`src/rtl/adc_seq_pkg.sv`:
```
// Constants, register map and carrier types of the converter sequencer.
// Assumes an 8-bit special function register port in the CPU clock domain.
package adc_seq_pkg;

	// Register offsets on the special function register port
	localparam logic [7:0] ADC_CLOCK_DIVIDER_OFS = 8'hF2;
	localparam logic [7:0] ADC_CONTROL_OFS = 8'hF3;
	localparam logic [7:0] ADC_RESULT_LOW_OFS = 8'hF4;
	localparam logic [7:0] ADC_RESULT_HIGH_OFS = 8'hF5;
	localparam logic [7:0] ADC_PIN_CONFIG_OFS = 8'hF6;

	// Control and clock divider register fields
	localparam int QUIET_CPU_MODE_BIT = 6;
	localparam int ADC_POWER_ENABLE_BIT = 5;
	localparam int CONV_DONE_FLAG_BIT = 4;
	localparam int START_BUSY_BIT = 3;
	localparam int INPUT_SELECT_MSB = 2;
	localparam int INPUT_SELECT_LSB = 0;
	localparam int CLOCK_DIVIDER_MSB = 4;

	// Reset values
	localparam logic [7:0] ADC_REG_RESET = 8'h00;
	localparam logic [9:0] RESULT_RESET = 10'h000;

	// Conversion timing in converter clock cycles
	localparam int SAMPLE_CYCLES = 1;
	localparam int RESULT_BITS = 10;
	localparam int CONV_CYCLES = SAMPLE_CYCLES + RESULT_BITS;
	// Prescaler: zero field divides by 64, otherwise by twice the field
	localparam logic [5:0] DIV_ZERO_RELOAD = 6'h3F;
	localparam logic [9:0] SAR_FIRST_TRIAL = 10'h200;
	localparam logic [3:0] SAR_MSB_INDEX = 4'h9;

	typedef enum logic [1:0]
	{
		ST_IDLE,
		ST_SAMPLE,
		ST_CONVERT,
		ST_DONE
	} conv_state_t;

	// One access on the special function register port
	typedef struct packed
	{
		logic [7:0] addr;
		logic wr;
		logic rd;
		logic [7:0] wdata;
	} sfr_req_t;

	// Controls toward the analog core
	typedef struct packed
	{
		logic power;
		logic sample;
		logic [2:0] mux_sel;
		logic [9:0] dac_code;
	} core_ctrl_t;

	// Whole state of the sequencer
	typedef struct packed
	{
		conv_state_t st;
		logic [4:0] prescale;
		logic quiet;
		logic power;
		logic done;
		logic busy;
		logic [2:0] sel;
		logic [2:0] conv_ch;
		logic [7:0] pin_cfg;
		logic [9:0] result;
		logic [9:0] sar;
		logic [3:0] bit_idx;
		logic [5:0] div_cnt;
		logic sample;
		logic [7:0] rdata;
		logic irq;
		logic halt;
		logic hold;
	} regs_t;

	localparam regs_t REGS_RESET = regs_t'(0);

endpackage : adc_seq_pkg

```
`src/rtl/adc_sequencer_control.sv`:
```
// Sequencer of an eight-input 10-bit successive approximation converter.
// Assumes the CPU special function register port, a comparator from the
// analog core that is synchronous to clk, and an external interrupt
// controller that holds the converter interrupt enable bit.
`timescale 1ns/1ps

module adc_sequencer_control
	import adc_seq_pkg::*;
(
	input wire logic clk,
	input wire logic resetn,
	input sfr_req_t sfr_req,
	output logic [7:0] sfr_rdata,
	input wire logic adc_irq_enable,
	input wire logic cmp_above,
	output core_ctrl_t core_ctrl,
	output logic [7:0] pin_analog_bits,
	output logic adc_irq,
	output logic cpu_halt,
	output logic other_irq_hold
);

	logic rst_meta_r;
	logic rst_sync_n_r;
	regs_t r;
	regs_t n;

	// Prescaler reload value, used at start and at every converter tick
	function automatic logic [5:0] div_reload(input logic [4:0] prs);
		logic [5:0] d;
		d = DIV_ZERO_RELOAD;
		if (prs != 5'h00)
			d = 6'({prs, 1'b0} - 6'h01);
		return d;
	endfunction : div_reload

	function automatic logic hit(input logic [7:0] a, input logic [7:0] ofs);
		return a == ofs;
	endfunction : hit

	// Async assert, synchronous release
	always_ff @(posedge clk or negedge resetn)
	begin
		if (!resetn)
		begin
			rst_meta_r <= 1'b0;
			rst_sync_n_r <= 1'b0;
		end
		else
		begin
			rst_meta_r <= 1'b1;
			rst_sync_n_r <= rst_meta_r;
		end
	end

	always_comb
	begin
		logic adc_tick;
		logic start;
		logic pwr_new;
		logic [2:0] sel_new;
		adc_tick = r.busy && (r.div_cnt == 6'h00);
		start = 1'b0;
		pwr_new = r.power;
		sel_new = r.sel;
		n = r;

		// Divider only runs during a conversion
		if (r.busy)
		begin
			if (adc_tick)
				n.div_cnt = div_reload(r.prescale);
			else
				n.div_cnt = 6'(r.div_cnt - 6'h01);
		end

		// Software writes; done flag is cleared here and set below
		if (sfr_req.wr)
		begin
			if (hit(sfr_req.addr, ADC_CLOCK_DIVIDER_OFS))
				n.prescale = sfr_req.wdata[CLOCK_DIVIDER_MSB:0];
			else if (hit(sfr_req.addr, ADC_CONTROL_OFS))
			begin
				sel_new = sfr_req.wdata[INPUT_SELECT_MSB:INPUT_SELECT_LSB];
				pwr_new = sfr_req.wdata[ADC_POWER_ENABLE_BIT];
				n.sel = sel_new;
				n.power = pwr_new;
				n.quiet = sfr_req.wdata[QUIET_CPU_MODE_BIT];
				if (!sfr_req.wdata[CONV_DONE_FLAG_BIT])
					n.done = 1'b0;
				// Writing zero to the start bit never aborts
				start = sfr_req.wdata[START_BUSY_BIT] && !r.busy && pwr_new
					&& r.pin_cfg[sel_new];
			end
			else if (hit(sfr_req.addr, ADC_PIN_CONFIG_OFS))
				n.pin_cfg = sfr_req.wdata;
		end

		case (r.st)
			ST_SAMPLE:
			begin
				if (adc_tick)
				begin
					n.sample = 1'b0;
					n.st = ST_CONVERT;
					n.bit_idx = SAR_MSB_INDEX;
					n.sar = SAR_FIRST_TRIAL;
				end
			end
			ST_CONVERT:
			begin
				if (adc_tick)
				begin
					// Keep the trial bit while input is at or above it
					n.sar[r.bit_idx] = cmp_above;
					if (r.bit_idx == 4'h0)
					begin
						n.result = n.sar;
						n.st = ST_DONE;
					end
					else
					begin
						n.bit_idx = 4'(r.bit_idx - 4'h1);
						n.sar[4'(r.bit_idx - 4'h1)] = 1'b1;
					end
				end
			end
			ST_DONE:
			begin
				// Flag rises one cycle after the result registers
				n.done = 1'b1;
				n.busy = 1'b0;
				n.hold = 1'b0;
				n.st = ST_IDLE;
			end
			default:
			begin
				n.st = ST_IDLE;
			end
		endcase

		if (start)
		begin
			n.busy = 1'b1;
			n.st = ST_SAMPLE;
			n.conv_ch = sel_new;
			n.sample = 1'b1;
			n.sar = RESULT_RESET;
			n.div_cnt = div_reload(r.prescale);
			// Precision mode: CPU halts unless the end interrupt is still raised, other interrupts wait
			n.halt = sfr_req.wdata[QUIET_CPU_MODE_BIT];
			n.hold = sfr_req.wdata[QUIET_CPU_MODE_BIT];
		end

		// Standby aborts a running conversion without a result
		if (!n.power && r.busy)
		begin
			n.busy = 1'b0;
			n.st = ST_IDLE;
			n.sample = 1'b0;
			n.hold = 1'b0;
			n.halt = 1'b0;
		end

		n.irq = n.done && adc_irq_enable;
		// The end interrupt wakes the CPU; a standby abort above also clears the halt
		if (r.irq)
			n.halt = 1'b0;

		if (sfr_req.rd)
		begin
			if (hit(sfr_req.addr, ADC_CLOCK_DIVIDER_OFS))
				n.rdata = {3'h0, r.prescale};
			else if (hit(sfr_req.addr, ADC_CONTROL_OFS))
				n.rdata = {1'b0, r.quiet, r.power, r.done, r.busy,
					r.sel};
			else if (hit(sfr_req.addr, ADC_RESULT_LOW_OFS))
				n.rdata = {6'h00, r.result[1:0]};
			else if (hit(sfr_req.addr, ADC_RESULT_HIGH_OFS))
				n.rdata = r.result[9:2];
			else if (hit(sfr_req.addr, ADC_PIN_CONFIG_OFS))
				n.rdata = r.pin_cfg;
			else
				n.rdata = ADC_REG_RESET;
		end
	end

	always_ff @(posedge clk or negedge rst_sync_n_r)
	begin
		if (!rst_sync_n_r)
			r <= REGS_RESET;
		else
			r <= n;
	end

	assign sfr_rdata = r.rdata;
	assign core_ctrl.power = r.power;
	assign core_ctrl.sample = r.sample;
	assign core_ctrl.mux_sel = r.conv_ch;
	assign core_ctrl.dac_code = r.sar;
	assign pin_analog_bits = r.pin_cfg;
	assign adc_irq = r.irq;
	assign cpu_halt = r.halt;
	assign other_irq_hold = r.hold;

endmodule : adc_sequencer_control

```
`config.mk`:
```
export PLATFORM = sky130hd
export DESIGN_NAME = adc_sequencer_control
export DESIGN_NICKNAME = d
export VERILOG_FILES = /design/src/rtl/adc_seq_pkg.sv /design/src/rtl/adc_sequencer_control.sv
export SDC_FILE = /design/constraint.sdc
export NUM_CORES = 1
export LEC_CHECK = 0
export BUFFER_PORTS_ARGS = -buffer_cell sky130_fd_sc_hd__buf_2
export CAP_MARGIN = 20
export CELL_PAD_IN_SITES_DETAIL_PLACEMENT = 0
export CELL_PAD_IN_SITES_GLOBAL_PLACEMENT = 1
export CORE_MARGIN = 1.5
export CORE_UTILIZATION = 44
export CTS_CLUSTER_SIZE = 12
export DETAILED_ROUTE_END_ITERATION = 16
export PLACE_DENSITY = 0.77
export SETUP_SLACK_MARGIN = 0.2
export SLEW_MARGIN = 10
export SYNTH_ARGS = -nofsm -noshare
export SYNTH_HDL_FRONTEND = slang
export SYNTH_SLANG_ARGS = --single-unit
export TNS_END_PERCENT = 30
```
`constraint.sdc`:
```
create_clock -name clk -period 2.8 [get_ports clk]
set_clock_uncertainty 0.15 [all_clocks]
set_input_delay 0.56 -clock clk [delete_from_list [all_inputs] [get_ports clk]]
set_output_delay 0.56 -clock clk [all_outputs]
set_load 0.01 [all_outputs]
```
* After elaboration in Yosys (flattened, before gate mapping)
Cells that the tools add are included.
Word-level totals: bits in registers 69, latch bits 0, bits in writable memories 0, memory bits (read-only) 0, bits of input ports 22, output and inout port bits 34, word-level logic and storage cells 122, memories 0
Operators by class: add/subtract/negate cells 3, multiply operators 0, div/mod/pow operators 0, $lt $le $gt $ge 5, equality and inequality tests 16, shift operators 0, muxes and demuxes 47, bitwise operators 3, reduce and logical (&&, ||, !) cells 28
Operators with widths (number):
- 2-to-1 mux 14 bit | 3
- == test 8 bit (second input constant) | 5
- 2-to-1 mux 8 bit | 5
- case mux 14 bit (2 select lines) | 1
- 2-to-1 mux 2 bit | 11
- 2-to-1 mux 6 bit | 3
- nonzero test 3 bit | 5
- 2-to-1 mux 1 bit | 14
- != test 4 bit (second input constant) | 3
- AND reduction 3 bit | 4
- subtractor 6 x 1 -> 6 bit (second input constant) | 2
- bitwise mux 10 bit | 1
- < comparator 4 x 5 -> 1 bit (second input constant) | 2
- 2-to-1 mux 10 bit | 1
- OR 10 bit | 1
- 2-to-1 mux 3 bit | 3
- demux 1 bit (select 4 bit) | 2
- >= comparator 4 x 1 -> 1 bit (second input constant) | 2
- logical AND 1 bit | 8
- AND reduction 4 bit | 2
- 2-to-1 mux 7 bit | 1
- logical NOT 6 bit | 1
- != test 2 bit (second input constant) | 3
- != test 3 bit (second input constant) | 2
- other kinds (12) | 17

* Depth between registers and ports, before layout
depth after elaboration 10, mapped depth 9, depth with buffers taken out 7

* Least setup slack after synthesis
Ideal clock, no wire load.
kind input -> register, from input sfr_req[11] (netlist bit), to register r (netlist bit cpu_halt), library setup time 77 ps, arrival time 2047 ps, data required time 2573 ps, setup slack 525 ps, stages on the path 8, buffers on the path 3, cell sequence buf_2 -> nand2b_1 -> nor3_2 -> and4_1 -> buf_2 -> buf_2 -> nand2_1 -> a21oi_1
Between the ends: word-level cells in the longest chain between the ends 8, elaborated cells between the ends (all ways) 13, those cells by class eq/ne (2); mux (8); reduce/logical (3)
RTL lines:
- from (decl) | RTL line adc_sequencer_control.sv:12 | input sfr_req_t sfr_req,
- == test 8 bit | RTL line adc_sequencer_control.sv:38 | return a == ofs;
- 2-to-1 mux 2 bit | RTL line adc_sequencer_control.sv:82 | else if (hit(sfr_req.addr, ADC_CONTROL_OFS))
- 2-to-1 mux 2 bit | RTL line adc_sequencer_control.sv:80 | if (hit(sfr_req.addr, ADC_CLOCK_DIVIDER_OFS))
- 2-to-1 mux 2 bit | RTL line adc_sequencer_control.sv:78 | if (sfr_req.wr)
- logical NOT 1 bit | RTL line adc_sequencer_control.sv:156 | if (!n.power && r.busy)
- logical AND 1 bit | RTL line adc_sequencer_control.sv:156
- 2-to-1 mux 2 bit | RTL line adc_sequencer_control.sv:156
- 2-to-1 mux 1 bit | RTL line adc_sequencer_control.sv:167 | if (r.irq)
- to (signal assigned) | RTL line adc_sequencer_control.sv:193 | r <= n;
- to (decl) | RTL line adc_sequencer_control.sv:25 | regs_t r;
Several ways; a longest one is shown, not always the timed one. A chain may end at the register's enable or synchronous reset.

* Final worst setup path
from register r[14] (netlist bit), to register r[19] (netlist bit)
Between the ends: word-level cells in the longest chain between the ends 4, elaborated cells between the ends (all ways) 5, those cells by class eq/ne (2); reduce/logical (3)
RTL lines:
- logical NOT 6 bit (*) | RTL line adc_sequencer_control.sv:62 | adc_tick = r.busy && (r.div_cnt == 6'h00);
- logical AND 1 bit (*) | RTL line adc_sequencer_control.sv:62
- != test 2 bit (no line)
- AND reduction 4 bit (no line) (*)
Every way passes the cells marked *; elsewhere a longest branch is shown, timed or not.

==> metrics.txt <==
layout cells sized above 1=27.3%; core footprint=about 0.0083 sq mm; Cell Pwr Density=497 mW/mm^2; clk_lat worst skew=0.34 ns; Post-CTS Resized=0; Reg2Reg Depth=4; post-route ant nets=0; adder-cell area share of the yosys netlist=under 10%; sequential area share after synthesis=~45%; FILL cells=between 700 and 800; Final Power=2080 uW; CP Data Required Time=2.92 ns; Antenna Cells=0; Period minus WS final=~2.3 ns; largest family of logic cells by synthesized area=compound AO/OA/AOI/OAI gates; setup violators final=0; Rows=33; Final Hold Viols=0; CTS tree=yes; CP Cell Sequence=or4b_4 > or3_1 > or4_1 > o21ai_1; Critical R2R Capture=r[19]; R2R setup slack=0.46 ns; Lkg Pwr=slightly above 0.002 uW; Post-synth EDFFs=0; via count=2923; WL per Instance=roughly 17 um; Die Ht=between 90 and 100 um; synth unique cells=53; Synth Area per Inst=9.87 sq um; vias in the first global route=between 2k and 3k; Slew headroom=between 30 and 40%; CP Class=reg2reg; syn_nets=415; Synth top area share=~45%; r2r startpoint=r[14]; Max VDD drop=between 0.2 and 0.3 mV; Worst path slowest cell=or4b_4; Die Wd=slightly below 100 um; root buffer selected by CTS=clkbuf_8; Ys Warns=0; GRT Total Usage=just over 20%; TNS Setup=0 ns; Total Nets Final=around 440; drt pass-1 iters=5; Synth Area in Compound Gates=approximately 17%; initial antenna violation count=0; I/O pin cnt=56; largest net degree at the start of global routing=27; max cap viols=0; GR Overflow Total=0; Cell Count, Final, Fillers Out=between 500 and 600; CP startpoint=r[14]; ys flop type=dfrtp_1; global-route wire length before repair=approximately 14 mm; Synth Cell Area=about 0.0038 sq mm; dpl hpwl=between 6 and 7 mm; Yosys reg bits=just under 70; DRT iter0 DRCs=between 150 and 200; initial core utilization=approximately 46%; clock buffer depth=2; PortBufs=55; CTS Buf Count=9; Slew @ Worst Pin=roughly 0.94 ns; status=finished, final reports clean; Worst setup SP type=flip-flop; Area Growth Syn to Fin=9.83%; via/cell ratio=5.59; Setup crit end=r[19]; critical path peak fanout=8; DRC violations left=0; critical path arrival=2.46 ns; Hold Path Class=reg2async; Synth area leaders=dfrtp_1 (45%), mux2_2 (8.3%), buf_4 (6.1%), mux2i_1 (3.9%), nand2_1 (2.8%); clk slew on worst S/H paths=~0.080 ns; simple-gate area share of the yosys netlist=between 10% and 20%; RSZ-0062 raised after global routing=no; Post-Synth XOR/XNOR Area=0.459%; async set-reset flop share out of synthesis=100%; final period utilization=between 80% and 90%; final WL=roughly 8.7 mm; CTS Sinks=just under 70; H-tree levels=3; Worst Setup End Kind=flip-flop; Achievable Freq=approximately 430 MHz; Synth Instances=around 390; mux cell area share after synthesis=12.2%; global placement routability congestion=about 0.83; Placed Cells=506; register area=~0.0017 sq mm; Max Transition Viols Final=0; full die area=roughly 0.0092 sq mm; Synth area leader=dfrtp_1; area of the multi-input gates=about 0.0017 sq mm; max incr delay on CP=about 0.58 ns
-- metal layers --
| layer | global-route usage (%) | up-vias | part of all wire, % |
|---|---|---|---|
| li1 | - | 1413 | - |
| met1 | 30.3 | 1421 | 50 |
| met2 | 30.2 | 86 | 45 |
| met3 | 4.50 | 3 | 5.3 |
| met4 | 5.39 | 0 | 0.33 |
| met5 | 0 | - | 0 |
-- cell families (layout without fill, tap and decap cells) --
family / count (synthesis) / in the layout
fa+ha+maj: 6 / 6
simple gates: 98 / 98
other cells: 1 / 1
xor+xnor: 2 / 2
flops: 69 / 69
mux: 43 / 43
compound gates: 97 / 97
buf+inv: 71 / 102
-- layout make-up --
type | count | area share, %
inverter | 20 | 1.79
timing repair buffer | 66 | 8.59
tap | 105 | 3.13
clock buffer | 9 | 2.95
sequential | 69 | 41.2
multi-input combinational | 247 | 40.6
clock inverter | 7 | 1.79
-- cell usage in the layout (no fill, tap or decap), types with 7 or more instances in the layout --
cell type / instances
clkbuf_8: 9
mux2i_1: 15
nor2_1: 26
buf_4: 10
o21ai_0: 19
buf_2: 55
inv_1: 20
nor2b_1: 7
dfrtp_1: 68
o22ai_1: 11
nand2_1: 28
a22oi_1: 10
mux2_2: 28
a21oi_1: 19
-- sequential cells by signal (all words and copies together) (netlist names) --
name,count
r,33
rst_meta_r,1
pin_analog_bits,8
rst_sync_n_r,1
other_irq_hold,1
cpu_halt,1
core_ctrl,15
sfr_rdata,8
adc_irq,1
-- worst min path at each step --
stage | slack [ns] | start | endpoint | depth (start not counted)
after CTS | 0.1 | rst_sync_n_r | r[60] | 0
after floorplan | 0.11 | resetn | rst_meta_r | 0
after detailed placement | 0.09 | rst_sync_n_r | pin_analog_bits[5] | 0
after global placement | 0.09 | rst_sync_n_r | pin_analog_bits[5] | 0
after global routing | 0.13 | rst_sync_n_r | r[62] | 0
final | 0.08 | rst_sync_n_r | r[64] | 0
-- power by group --
| part | total (uW) | switching [uW] | internal (uW) |
|---|---|---|---|
| logic | 210 | 121 | 89.3 |
| registers | 1060 | 32.6 | 1030 |
| clock network | 815 | 399 | 416 |
| total | 2080 | 553 | 1530 |
-- Yosys cell counts (all sizes together), types with 2 or more instances --
cell / instances
nor2b: 7
nand2: 28
nand2b: 6
a32oi: 3
nand4: 2
a21o: 5
xnor2: 2
a211oi: 3
a2bb2oi: 6
a31oi: 2
clkbuf: 12
o41ai: 4
nor4: 3
nor3: 7
nor2: 26
or3: 3
and2: 3
inv: 20
buf: 39
o22ai: 11
o21ai: 21
mux2: 28
ha: 6
a21oi: 19
a22oi: 10
dfrtp: 69
a22o: 2
mux2i: 15
a221oi: 2
nand3: 5
-- per-stage QoR --
stage	hold slack, ns	utilization (%)	setup slack, ns	cell area [sq um]
detailed placement	0.0930	48.0	0.224	3990
floorplan	0.114	-	0.525	3820
global placement	0.0861	48.0	0.264	3990
CTS	0.0952	50.6	0.473	4200
global route	0.130	50.6	0.253	4200
finish	0.0833	50.6	0.457	4200
-- worst max-delay path, delay by kind of cell, from the launching register on --
| family | cells | cell delay, ns |
|---|---|---|
| and+or+nand+nor | 3 | 1.60 |
| DFF | 1 | 0.43 |
| AOI/OAI and AO/OA | 1 | 0.09 |
-- what timing repair did --
item                                   4_1_cts  5_1_grt
endpoints found under the hold margin        2        0
hold buffers                                 1        0
buffers inserted                             0        0
(Power assumes the default switching activity.)
